--- src/ccr_map.svh ---
// Register offsets, field positions, reset values and scaling constants of the calibration bank
`ifndef CCR_MAP_SVH
`define CCR_MAP_SVH
// ==========================================================
// Register pointers
`define CCR_OFFSET_TRIM_BASE 8'h0D
`define CCR_OFFSET_TRIM_LAST 8'h10
`define CCR_GAIN_TRIM_BASE 8'h11
`define CCR_GAIN_TRIM_LAST 8'h14
`define CCR_MAKER_IDENTITY_ADDR 8'hFE
`define CCR_PART_IDENTITY_ADDR 8'hFF
// ==========================================================
// Field layout
`define CCR_OFFSET_INT_MSB 15
`define CCR_OFFSET_INT_LSB 11
`define CCR_OFFSET_FRAC_BITS 11
`define CCR_GAIN_INT_MSB 15
`define CCR_GAIN_INT_LSB 14
`define CCR_GAIN_FRAC_BITS 14
// ==========================================================
// Reset values
`define CCR_OFFSET_TRIM_RESET 16'h0000
`define CCR_GAIN_TRIM_RESET 16'h4000
// ==========================================================
// Result scaling: result LSB is 2^-19 pF
`define CCR_RESULT_FRAC_BITS 19
`define CCR_OFFSET_ALIGN 8
`define CCR_DAC_STEP_NUM 34'h19
`define CCR_DAC_STEP_SHIFT 16
`endif

--- src/ccr_pkg.sv ---
// Types shared by the calibration register bank
`default_nettype none
package ccr_pkg;
  // ==========================================================
  // Raw measurement entering the correction path
  typedef struct packed {
    logic valid;
    logic [1:0] channel;
    logic [4:0] coarse_offset_dac;
    logic signed [31:0] raw;
  } ccr_meas_type;
  // ==========================================================
  // Corrected measurement leaving the correction path
  typedef struct packed {
    logic valid;
    logic [1:0] channel;
    logic signed [31:0] result;
  } ccr_result_type;
  // ==========================================================
  // Two-wire serial slave states
  typedef enum logic [8:0] {
    CCR_IDLE = 9'h001,
    CCR_ADDR = 9'h002,
    CCR_ACK_ADDR = 9'h004,
    CCR_PTR = 9'h008,
    CCR_ACK_PTR = 9'h010,
    CCR_WR = 9'h020,
    CCR_ACK_WR = 9'h040,
    CCR_RD = 9'h080,
    CCR_RD_ACK = 9'h100
  } ccr_state_type;
endpackage
`default_nettype wire

--- src/ccr_cal_regs.sv ---
// Calibration register bank with two-wire serial slave and per-channel correction path
// Function
// - Offset trim is signed Q5.11 picofarads, integer in bits 15:11.
// - Offset trim is added to each channel result, span about -16 to +16 pF.
// - Four offset trims at pointers 0x0D to 0x10, channel one lowest.
// - Gain trim is unsigned Q2.14, integer in bits 15:14.
// - Applied gain equals trim divided by two to the fourteenth.
// - Four gain trims at pointers 0x11 to 0x14, channel one lowest.
// - Read-only maker identity returned at pointer 0xFE.
// - Read-only part identity returned at pointer 0xFF.
// - Trim is fine correction, combined with coarse DAC up to about 100 pF.
// - Coarse DAC code times 3.125 pF is subtracted from the result.
`timescale 1ns/10ps
`default_nettype none
`include "ccr_map.svh"

module ccr_cal_regs #(
  parameter logic [6:0] SLAVE_ADDR = 7'h50,
  // Arbitrary identity values
  parameter logic [15:0] MAKER_IDENTITY = 16'hA5C3,
  parameter logic [15:0] PART_IDENTITY = 16'h0C71
) (
  input wire logic SYS_CLK,
  input wire logic RESET,
  input wire logic SCL_IN,
  input wire logic SDA_IN,
  output logic SDA_OUT,
  output logic SDA_OE,
  input wire ccr_pkg::ccr_meas_type MEAS,
  output ccr_pkg::ccr_result_type CORR
);
  // ==========================================================
  // Bus pin edge detection
  logic scl_prev;
  logic sda_prev;
  logic scl_rise;
  logic scl_fall;
  logic start_cond;
  logic stop_cond;
  always_ff @(posedge SYS_CLK or posedge RESET) begin
    if (RESET) begin
      scl_prev <= 1'b1;
      sda_prev <= 1'b1;
    end else begin
      scl_prev <= SCL_IN;
      sda_prev <= SDA_IN;
    end
  end
  assign scl_rise = SCL_IN & ~scl_prev;
  assign scl_fall = ~SCL_IN & scl_prev;
  assign start_cond = SCL_IN & scl_prev & sda_prev & ~SDA_IN;
  assign stop_cond = SCL_IN & scl_prev & ~sda_prev & SDA_IN;
  // ==========================================================
  // Register storage
  logic [15:0] offset_trim [4];
  logic [15:0] gain_trim [4];
  logic [15:0] next_offset_trim [4];
  logic [15:0] next_gain_trim [4];
  logic [7:0] pointer;
  function automatic logic [15:0] read_word(input logic [7:0] ptr);
    logic [7:0] idx;
    idx = 8'h00;
    read_word = 16'h0000;
    if (ptr >= `CCR_OFFSET_TRIM_BASE && ptr <= `CCR_OFFSET_TRIM_LAST) begin
      idx = ptr - `CCR_OFFSET_TRIM_BASE;
      read_word = offset_trim[idx[1:0]];
    end else if (ptr >= `CCR_GAIN_TRIM_BASE && ptr <= `CCR_GAIN_TRIM_LAST) begin
      idx = ptr - `CCR_GAIN_TRIM_BASE;
      read_word = gain_trim[idx[1:0]];
    end else if (ptr == `CCR_MAKER_IDENTITY_ADDR) begin
      read_word = MAKER_IDENTITY;
    end else if (ptr == `CCR_PART_IDENTITY_ADDR) begin
      read_word = PART_IDENTITY;
    end
  endfunction
  // ==========================================================
  // Serial slave state
  ccr_pkg::ccr_state_type state;
  ccr_pkg::ccr_state_type next_state;
  logic [3:0] bit_cnt;
  logic [3:0] next_bit_cnt;
  logic [7:0] shreg;
  logic [7:0] next_shreg;
  logic [7:0] next_pointer;
  logic [7:0] wr_msb;
  logic [7:0] next_wr_msb;
  logic [15:0] tx_word;
  logic [15:0] next_tx_word;
  logic lsb_phase;
  logic next_lsb_phase;
  logic is_read;
  logic next_is_read;
  logic master_ack;
  logic next_master_ack;
  logic sda_low;
  logic next_sda_low;
  always_comb begin
    logic [7:0] idx;
    logic [15:0] wdata;
    logic [15:0] rword;
    idx = 8'h00;
    wdata = {wr_msb, shreg};
    rword = read_word(pointer);
    next_state = state;
    next_bit_cnt = bit_cnt;
    next_shreg = shreg;
    next_pointer = pointer;
    next_wr_msb = wr_msb;
    next_tx_word = tx_word;
    next_lsb_phase = lsb_phase;
    next_is_read = is_read;
    next_master_ack = master_ack;
    next_sda_low = sda_low;
    next_offset_trim = offset_trim;
    next_gain_trim = gain_trim;
    if (stop_cond) begin
      next_state = ccr_pkg::CCR_IDLE;
      next_sda_low = 1'b0;
    end else if (start_cond) begin
      // Repeated start keeps the pointer for a following read
      next_state = ccr_pkg::CCR_ADDR;
      next_bit_cnt = 4'h0;
      next_sda_low = 1'b0;
    end else begin
      unique case (state)
        ccr_pkg::CCR_IDLE: begin
          next_sda_low = 1'b0;
        end
        ccr_pkg::CCR_ADDR, ccr_pkg::CCR_PTR, ccr_pkg::CCR_WR: begin
          if (scl_rise) begin
            next_shreg = {shreg[6:0], SDA_IN};
            next_bit_cnt = bit_cnt + 4'h1;
          end else if (scl_fall && bit_cnt == 4'h8) begin
            next_bit_cnt = 4'h0;
            next_sda_low = 1'b1;
            if (state == ccr_pkg::CCR_ADDR) begin
              next_is_read = shreg[0];
              next_sda_low = (shreg[7:1] == SLAVE_ADDR);
              next_state = (shreg[7:1] == SLAVE_ADDR) ? ccr_pkg::CCR_ACK_ADDR : ccr_pkg::CCR_IDLE;
            end else if (state == ccr_pkg::CCR_PTR) begin
              next_pointer = shreg;
              next_lsb_phase = 1'b0;
              next_state = ccr_pkg::CCR_ACK_PTR;
            end else begin
              next_state = ccr_pkg::CCR_ACK_WR;
              if (!lsb_phase) begin
                next_wr_msb = shreg;
              end else if (pointer >= `CCR_OFFSET_TRIM_BASE &&
                           pointer <= `CCR_OFFSET_TRIM_LAST) begin
                idx = pointer - `CCR_OFFSET_TRIM_BASE;
                next_offset_trim[idx[1:0]] = wdata;
              end else if (pointer >= `CCR_GAIN_TRIM_BASE &&
                           pointer <= `CCR_GAIN_TRIM_LAST) begin
                idx = pointer - `CCR_GAIN_TRIM_BASE;
                next_gain_trim[idx[1:0]] = wdata;
              end
              // Identity pointers and unmapped pointers drop the word
              next_lsb_phase = ~lsb_phase;
            end
          end
        end
        ccr_pkg::CCR_ACK_ADDR: begin
          if (scl_fall) begin
            next_bit_cnt = 4'h0;
            if (is_read) begin
              next_tx_word = rword;
              next_lsb_phase = 1'b0;
              next_sda_low = ~rword[15];
              next_state = ccr_pkg::CCR_RD;
            end else begin
              next_sda_low = 1'b0;
              next_state = ccr_pkg::CCR_PTR;
            end
          end
        end
        ccr_pkg::CCR_ACK_PTR, ccr_pkg::CCR_ACK_WR: begin
          if (scl_fall) begin
            next_sda_low = 1'b0;
            next_state = ccr_pkg::CCR_WR;
          end
        end
        ccr_pkg::CCR_RD: begin
          if (scl_fall) begin
            next_bit_cnt = bit_cnt + 4'h1;
            next_tx_word = {tx_word[14:0], 1'b0};
            if (bit_cnt == 4'h7) begin
              next_sda_low = 1'b0;
              next_state = ccr_pkg::CCR_RD_ACK;
            end else begin
              next_sda_low = ~tx_word[14];
            end
          end
        end
        ccr_pkg::CCR_RD_ACK: begin
          if (scl_rise) begin
            next_master_ack = ~SDA_IN;
          end else if (scl_fall) begin
            next_bit_cnt = 4'h0;
            if (master_ack) begin
              // After the low byte the word is sent again from its high byte
              next_tx_word = lsb_phase ? rword : tx_word;
              next_lsb_phase = ~lsb_phase;
              next_sda_low = lsb_phase ? ~rword[15] : ~tx_word[15];
              next_state = ccr_pkg::CCR_RD;
            end else begin
              next_state = ccr_pkg::CCR_IDLE;
            end
          end
        end
      endcase
    end
  end
  always_ff @(posedge SYS_CLK or posedge RESET) begin
    if (RESET) begin
      state <= ccr_pkg::CCR_IDLE;
      bit_cnt <= 4'h0;
      shreg <= 8'h00;
      pointer <= 8'h00;
      wr_msb <= 8'h00;
      tx_word <= 16'h0000;
      lsb_phase <= 1'b0;
      is_read <= 1'b0;
      master_ack <= 1'b0;
      sda_low <= 1'b0;
      for (int i = 0; i < 4; i++) begin
        offset_trim[i] <= `CCR_OFFSET_TRIM_RESET;
        gain_trim[i] <= `CCR_GAIN_TRIM_RESET;
      end
    end else begin
      state <= next_state;
      bit_cnt <= next_bit_cnt;
      shreg <= next_shreg;
      pointer <= next_pointer;
      wr_msb <= next_wr_msb;
      tx_word <= next_tx_word;
      lsb_phase <= next_lsb_phase;
      is_read <= next_is_read;
      master_ack <= next_master_ack;
      sda_low <= next_sda_low;
      offset_trim <= next_offset_trim;
      gain_trim <= next_gain_trim;
    end
  end
  // Open drain: only ever pulls low
  assign SDA_OUT = 1'b0;
  assign SDA_OE = sda_low;
  // ==========================================================
  // Correction path, two stages
  logic s1_valid;
  logic [1:0] s1_channel;
  logic signed [33:0] s1_sum;
  logic [15:0] s1_gain;
  logic next_s1_valid;
  logic [1:0] next_s1_channel;
  logic signed [33:0] next_s1_sum;
  logic [15:0] next_s1_gain;
  ccr_pkg::ccr_result_type next_corr;
  always_comb begin
    logic [15:0] off;
    logic signed [33:0] dac_cap;
    logic signed [33:0] trim_cap;
    logic signed [50:0] prod;
    off = offset_trim[MEAS.channel];
    // Code times 25/8 pF, aligned to the result LSB
    dac_cap = ({29'h0, MEAS.coarse_offset_dac} * `CCR_DAC_STEP_NUM) << `CCR_DAC_STEP_SHIFT;
    // Sign-extended Q5.11 moved up to Q.19
    trim_cap = {{10{off[`CCR_OFFSET_INT_MSB]}}, off, 8'h00};
    // Unsigned Q2.14 gain: multiply then drop fourteen fraction bits
    prod = s1_sum * $signed({1'b0, s1_gain});
    next_s1_valid = MEAS.valid;
    next_s1_channel = MEAS.channel;
    // Coarse subtraction plus fine trim reaches about 100 pF
    next_s1_sum = {{2{MEAS.raw[31]}}, MEAS.raw} - dac_cap + trim_cap;
    next_s1_gain = gain_trim[MEAS.channel];
    next_corr.valid = s1_valid;
    next_corr.channel = s1_channel;
    // Upper bits are dropped; results beyond 32 bits wrap
    next_corr.result = prod[31 + `CCR_GAIN_FRAC_BITS:`CCR_GAIN_FRAC_BITS];
  end
  always_ff @(posedge SYS_CLK or posedge RESET) begin
    if (RESET) begin
      s1_valid <= 1'b0;
      s1_channel <= 2'h0;
      s1_sum <= 34'h0;
      s1_gain <= 16'h0000;
      CORR <= '0;
    end else begin
      s1_valid <= next_s1_valid;
      s1_channel <= next_s1_channel;
      s1_sum <= next_s1_sum;
      s1_gain <= next_s1_gain;
      CORR <= next_corr;
    end
  end
endmodule // ccr_cal_regs
`default_nettype wire

--- config.mk ---
export PLATFORM = sky130hd
export DESIGN_NAME = ccr_cal_regs
export DESIGN_NICKNAME = d
export VERILOG_FILES = /design/src/ccr_pkg.sv /design/src/ccr_cal_regs.sv
export VERILOG_INCLUDE_DIRS = /design/src
export SDC_FILE = /design/constraint.sdc
export NUM_CORES = 2
export LEC_CHECK = 0
export ABC_AREA = 1
export CAP_MARGIN = 20
export CORE_MARGIN = 1
export CORE_UTILIZATION = 50
export CTS_CLUSTER_DIAMETER = 60
export DETAILED_ROUTE_END_ITERATION = 16
export DONT_BUFFER_PORTS = 1
export PLACE_DENSITY_LB_ADDON = 0.15
export SKIP_CTS_REPAIR_TIMING = 1
export SLEW_MARGIN = 20
export SYNTH_ARGS = -nofsm -noshare
export SYNTH_HDL_FRONTEND = slang
export SYNTH_SLANG_ARGS = --single-unit
--- constraint.sdc ---
create_clock -name SYS_CLK -period 11.77 [get_ports SYS_CLK]
set_input_delay 2.354 -clock SYS_CLK [delete_from_list [all_inputs] [get_ports SYS_CLK]]
set_output_delay 2.354 -clock SYS_CLK [all_outputs]
set_load 0.05 [all_outputs]
### Word level (Yosys, flattened, before mapping)

Index checks and enable logic that the tools add are counted.

| storage, ports and cells | value |
|---|---|
| bits in registers | 275 |
| bits of input ports | 44 |
| output and inout bits | 37 |
| word-level logic and storage cells | 204 |

| operators by class | value |
|---|---|
| add/subtract/negate cells | 5 |
| multiply operators | 2 |
| order comparisons | 9 |
| equal/unequal tests | 36 |
| muxes and demuxes | 78 |
| bitwise gates (word level) | 24 |
| reductions and logical operators | 23 |

Operator list:

| kind | number |
|---|---|
| $mux W16 | 20 |
| $bmux W16 S2 | 4 |
| $bwmux W64 | 2 |
| $mux W9 | 10 |
| $demux W16 S2 | 2 |
| $pmux W16 S3 | 1 |
| $mul A34 B17 Y46 | 1 |
| $pmux W9 S5 | 1 |
| $ne A4 B4 Y1 const B | 10 |
| $add A33 B24 Y34 | 1 |
| $sub A32 B27 Y33 | 1 |
| $mux W4 | 6 |
| $mux W1 | 23 |
| $ne A2 B2 Y1 const B | 10 |
| $reduce_and A10 Y1 | 2 |
| $reduce_and A9 Y1 | 2 |
| $eq A8 B8 Y1 const B | 2 |
| $le A8 B5 Y1 const B | 2 |
| $mux W8 | 2 |
| $pmux W4 S4 | 1 |
| $reduce_and A8 Y1 | 2 |
| $mux W7 | 2 |
| $not A1 Y1 | 14 |
| $mux W12 | 1 |
| other kinds (36) | 55 |

### Longest topological paths before layout

| depth | value |
|---|---|
| word-level depth | 15 |
| mapped depth | 29 |
| depth with buffers taken out | 27 |

### Worst setup path before layout

Ideal clock, no wire load.

| path | value |
|---|---|
| kind | in2reg |
| from | input port MEAS[35] in the netlist's numbering |
| to | register s1_sum[31] |
| data arrival time | 5.551 ns |
| setup slack | 6.103 ns |
| stages | 19 |
| path buffers | 1 |
| path through | inv_1 > ha_1 > inv_1 > ha_1 > ha_1 > ha_1 > a21o_1 > a21oi_1 > xor2_1 > fa_1 > ha_1 > clkbuf_1 > nand2_1 > nor2_1 > inv_1 > nor3_1 > nand3_1 > nand3_1 > nand2_1 |

| between the ends | value |
|---|---|
| longest elaborated chain between the ends | 3 |

Ends and longest elaborated chain:

| what | line | source |
|---|---|---|
| start: declaration | ccr_cal_regs.sv:29 | `input wire ccr_pkg::ccr_meas_type MEAS,` |
| $mul A5 B5 Y10 (no source line) | - |  |
| $sub A32 B27 Y33 | ccr_cal_regs.sv:273 | `next_s1_sum = {{2{MEAS.raw[31]}}, MEAS.raw} - dac_cap + trim_cap;` |
| $add A33 B24 Y34 | ccr_cal_regs.sv:273 |  |
| named net next_s1_sum[31] | ccr_cal_regs.sv:255 | `logic signed [33:0] next_s1_sum;` |
| end signal: assignment | ccr_cal_regs.sv:290 | `s1_sum <= next_s1_sum;` |
| end: declaration | ccr_cal_regs.sv:251 | `logic signed [33:0] s1_sum;` |

The timed path passes the listed nets, and every way through them passes these cells.
A chain may end at the register's enable or synchronous reset.

==> results.json <==
{
  "cp_max_fo": 15,
  "maxSlewHeadroom_pct": 24.48,
  "path_class": "register to register",
  "yosysWarnings": 0,
  "drt_iter0_markers": 1937,
  "cts-root-buf": "clkbuf_16",
  "skew_ns": 0.04331,
  "drc": 0,
  "synth_edf_count": 0,
  "routed_wl_mm": 97.81,
  "timing.fmax_mhz": 157.2,
  "ys.flop_type": "dfrtp_1",
  "num_rows": 96,
  "dpl.hpwl_mm": 73.76,
  "place.gp.congestion": 0.9371,
  "worstPathRequired_ns": 12.21,
  "end_kind": "register",
  "seq_area_frac_synth_pct": 19.93,
  "core_mm2": 0.06847,
  "die_w_um": 264.9,
  "grt_start_max_net_pins": 178,
  "fin_crit_sh_pct": 54.05,
  "via_per_inst": 5.183,
  "post_drt_wl_per_cell_um": 17.94,
  "finalSetupTns_ns": 0,
  "cts_tree": "yes",
  "cp-start-kind": "register",
  "place_inst": 5381,
  "syn_avg_cell_area_um2": 7.381,
  "port_buffers": 0,
  "drv_cap": 0,
  "status": "complete, no violations",
  "area_growth_pct": 5.179,
  "arrival_ns": 6.80,
  "drive_gt1_share_pct": 3.239,
  "ys_types": 47,
  "ant_nets": 0,
  "antenna_found_initial": 1,
  "setup_viol_count_final": 0,
  "grt_usage_pct": 28.88,
  "rsz0062_at_grt": "no",
  "finalMaxSlewViolations": 0,
  "async_reset_ff_share_pct": 100.0,
  "ys_ff_latch": 275,
  "syn-instance-count": 4684,
  "ios": 81,
  "ctsLongestPathBuffers": 3,
  "fin_cells": 5451,
  "syn-num-nets": 5395,
  "die-height_um": 264.9,
  "hold_viol_final": 0,
  "antenna_cells_inserted": 0,
  "cts_sinks": 275,
  "vias": 28250,
  "layout.nets": 5251,
  "worstMarginPinSlew_ns": 1.132,
  "initial_core_util_pct": 50.49,
  "clkLatencyLatePin_ns": 0.58,
  "clk_pin_slew_ns": 0.06,
  "cts-buffers-inserted": 38,
  "final_util_pct": 53.11,
  "h-tree-depth": 2,
  "hp-class": "register to register",
  "drtPass1Iterations": 6,
  "grt_pass1_wl_mm": 158.5,
  "period_needed_ns": 6.362,
  "syn_area_mm2": 0.03457,
  "grt_pass1_vias": 28810,
  "grt-ovfl-total": 0,
  "die_area_mm2": 0.07020
}
-- path summary, 6_finish.rpt --
check	endpoint	slack, ns	from	cells after the start
min in group asynchronous	CORR[32]	1.76	RESET	1
max reg2reg	CORR[31]	5.41	s1_sum[33]	24
max in group asynchronous	pointer[0]	8.51	RESET	3
max	CORR[31]	5.41	s1_sum[33]	24
min	CORR[34]	0.34	s1_valid	0
min reg2reg	CORR[34]	0.34	s1_valid	0
-- layout by cell type, fill, tap and decap left out, drive strengths merged, types with 12 or more instances in the layout --
| cell | instances |
|---|---|
| nand3b | 12 |
| o21ai | 246 |
| o22ai | 29 |
| fa | 488 |
| nand3 | 126 |
| nor3 | 22 |
| dfrtp | 268 |
| a21oi | 136 |
| nand2 | 1427 |
| ha | 179 |
| nand4 | 29 |
| xor2 | 37 |
| buf | 18 |
| nor2 | 296 |
| clkinv | 15 |
| clkbuf | 43 |
| o21bai | 20 |
| inv | 1109 |
-- flip-flops by register name, summed over array words and instances (netlist names) --
signal	flops
gain_trim	64
scl_prev	1
tx_word	16
shreg	8
bit_cnt	4
s1_sum	34
CORR	35
lsb_phase	1
s1_gain	16
pointer	8
s1_channel	2
wr_msb	8
s1_valid	1
offset_trim	64
sda_prev	1
is_read	1
SDA_OE	1
state	9
master_ack	1
-- kinds of logic (layout without fill, tap and decap cells) --
group / Yosys count / after routing / share of synthesized area [%]
DFF: 275 / 275 / 19.93
xor gates and xnor gates: 45 / 45 / 1.140
AOI/OAI and AO/OA: 465 / 465 / 7.260
buffers and inverters: 1307 / 1192 / 14.41
and+or+nand+nor: 1924 / 1924 / 22.51
adders and majority gates: 667 / 667 / 34.74
other: 1 / 1 / 0.01085
-- cell usage after synthesis (19+ instances only) --
master / instances / area, µm²
dfrtp_1: 268 / 6706
inv_1: 1099 / 4125
nand2_1: 1421 / 5334
nand3_1: 116 / 580.6
buf_2: 19 / 95.09
ha_1: 179 / 2240
o21bai_1: 20 / 150.1
o21ai_1: 64 / 320.3
a21oi_1: 136 / 680.7
clkbuf_1: 171 / 641.9
xor2_1: 37 / 324.1
o21ai_0: 182 / 910.9
fa_1: 488 / 9769
nor2_1: 281 / 1055
nand4_1: 29 / 181.4
o22ai_1: 29 / 181.4
-- critical path, stage by stage, from the launching register on --
cell,delay [ns]
dfrtp_1,0.68
nand2_1,0.27
inv_1,0.11
fa_1,0.73
inv_1,0.11
fa_1,0.71
inv_1,0.16
fa_1,0.50
inv_1,0.05
fa_1,0.52
inv_1,0.05
fa_1,0.49
fa_1,0.41
ha_1,0.39
nand2_1,0.12
nor3_1,0.22
nand2_1,0.11
nor2_1,0.14
inv_1,0.05
nor2_1,0.08
nand2_1,0.06
inv_1,0.06
nor2_1,0.07
nand3_1,0.07
nand2_1,0.05
-- layout make-up --
cell class,count,area [µm²]
clock buffers,43,999.7
clock inverters,26,336.6
fillers,6713,32100
inverters,1105,4155
multi-input cells,3102,22700
flip-flops and latches,275,6900
well taps,882,1104
repair buffers,18,167.7
-- metal layers --
layer | global-route usage (%) | up-vias | routed length (µm)
met1 | 37.79 | 13850 | 41860
li1 | - | 13470 | -
met3 | 3.196 | 164 | 5094
met5 | 0 | - | 11
met4 | 10.33 | 2 | 3547
met2 | 49.53 | 761 | 47300
-- stage by stage --
step | setup slack, ns | instance area [µm²] | hold slack (ns)
after detailed placement | 5.489 | 35000 | 0.3347
after floorplan | 1.847 | 34570 | 0.3312
after CTS | 5.427 | 36330 | 0.3483
after global routing | 5.019 | 36360 | 0.3599
final | 5.408 | 36360 | 0.3448
after global placement | 5.515 | 35000 | 0.3317
Power is not shown: default switching activity piles up to over one toggle a cycle in this logic, so the estimate is an artifact.
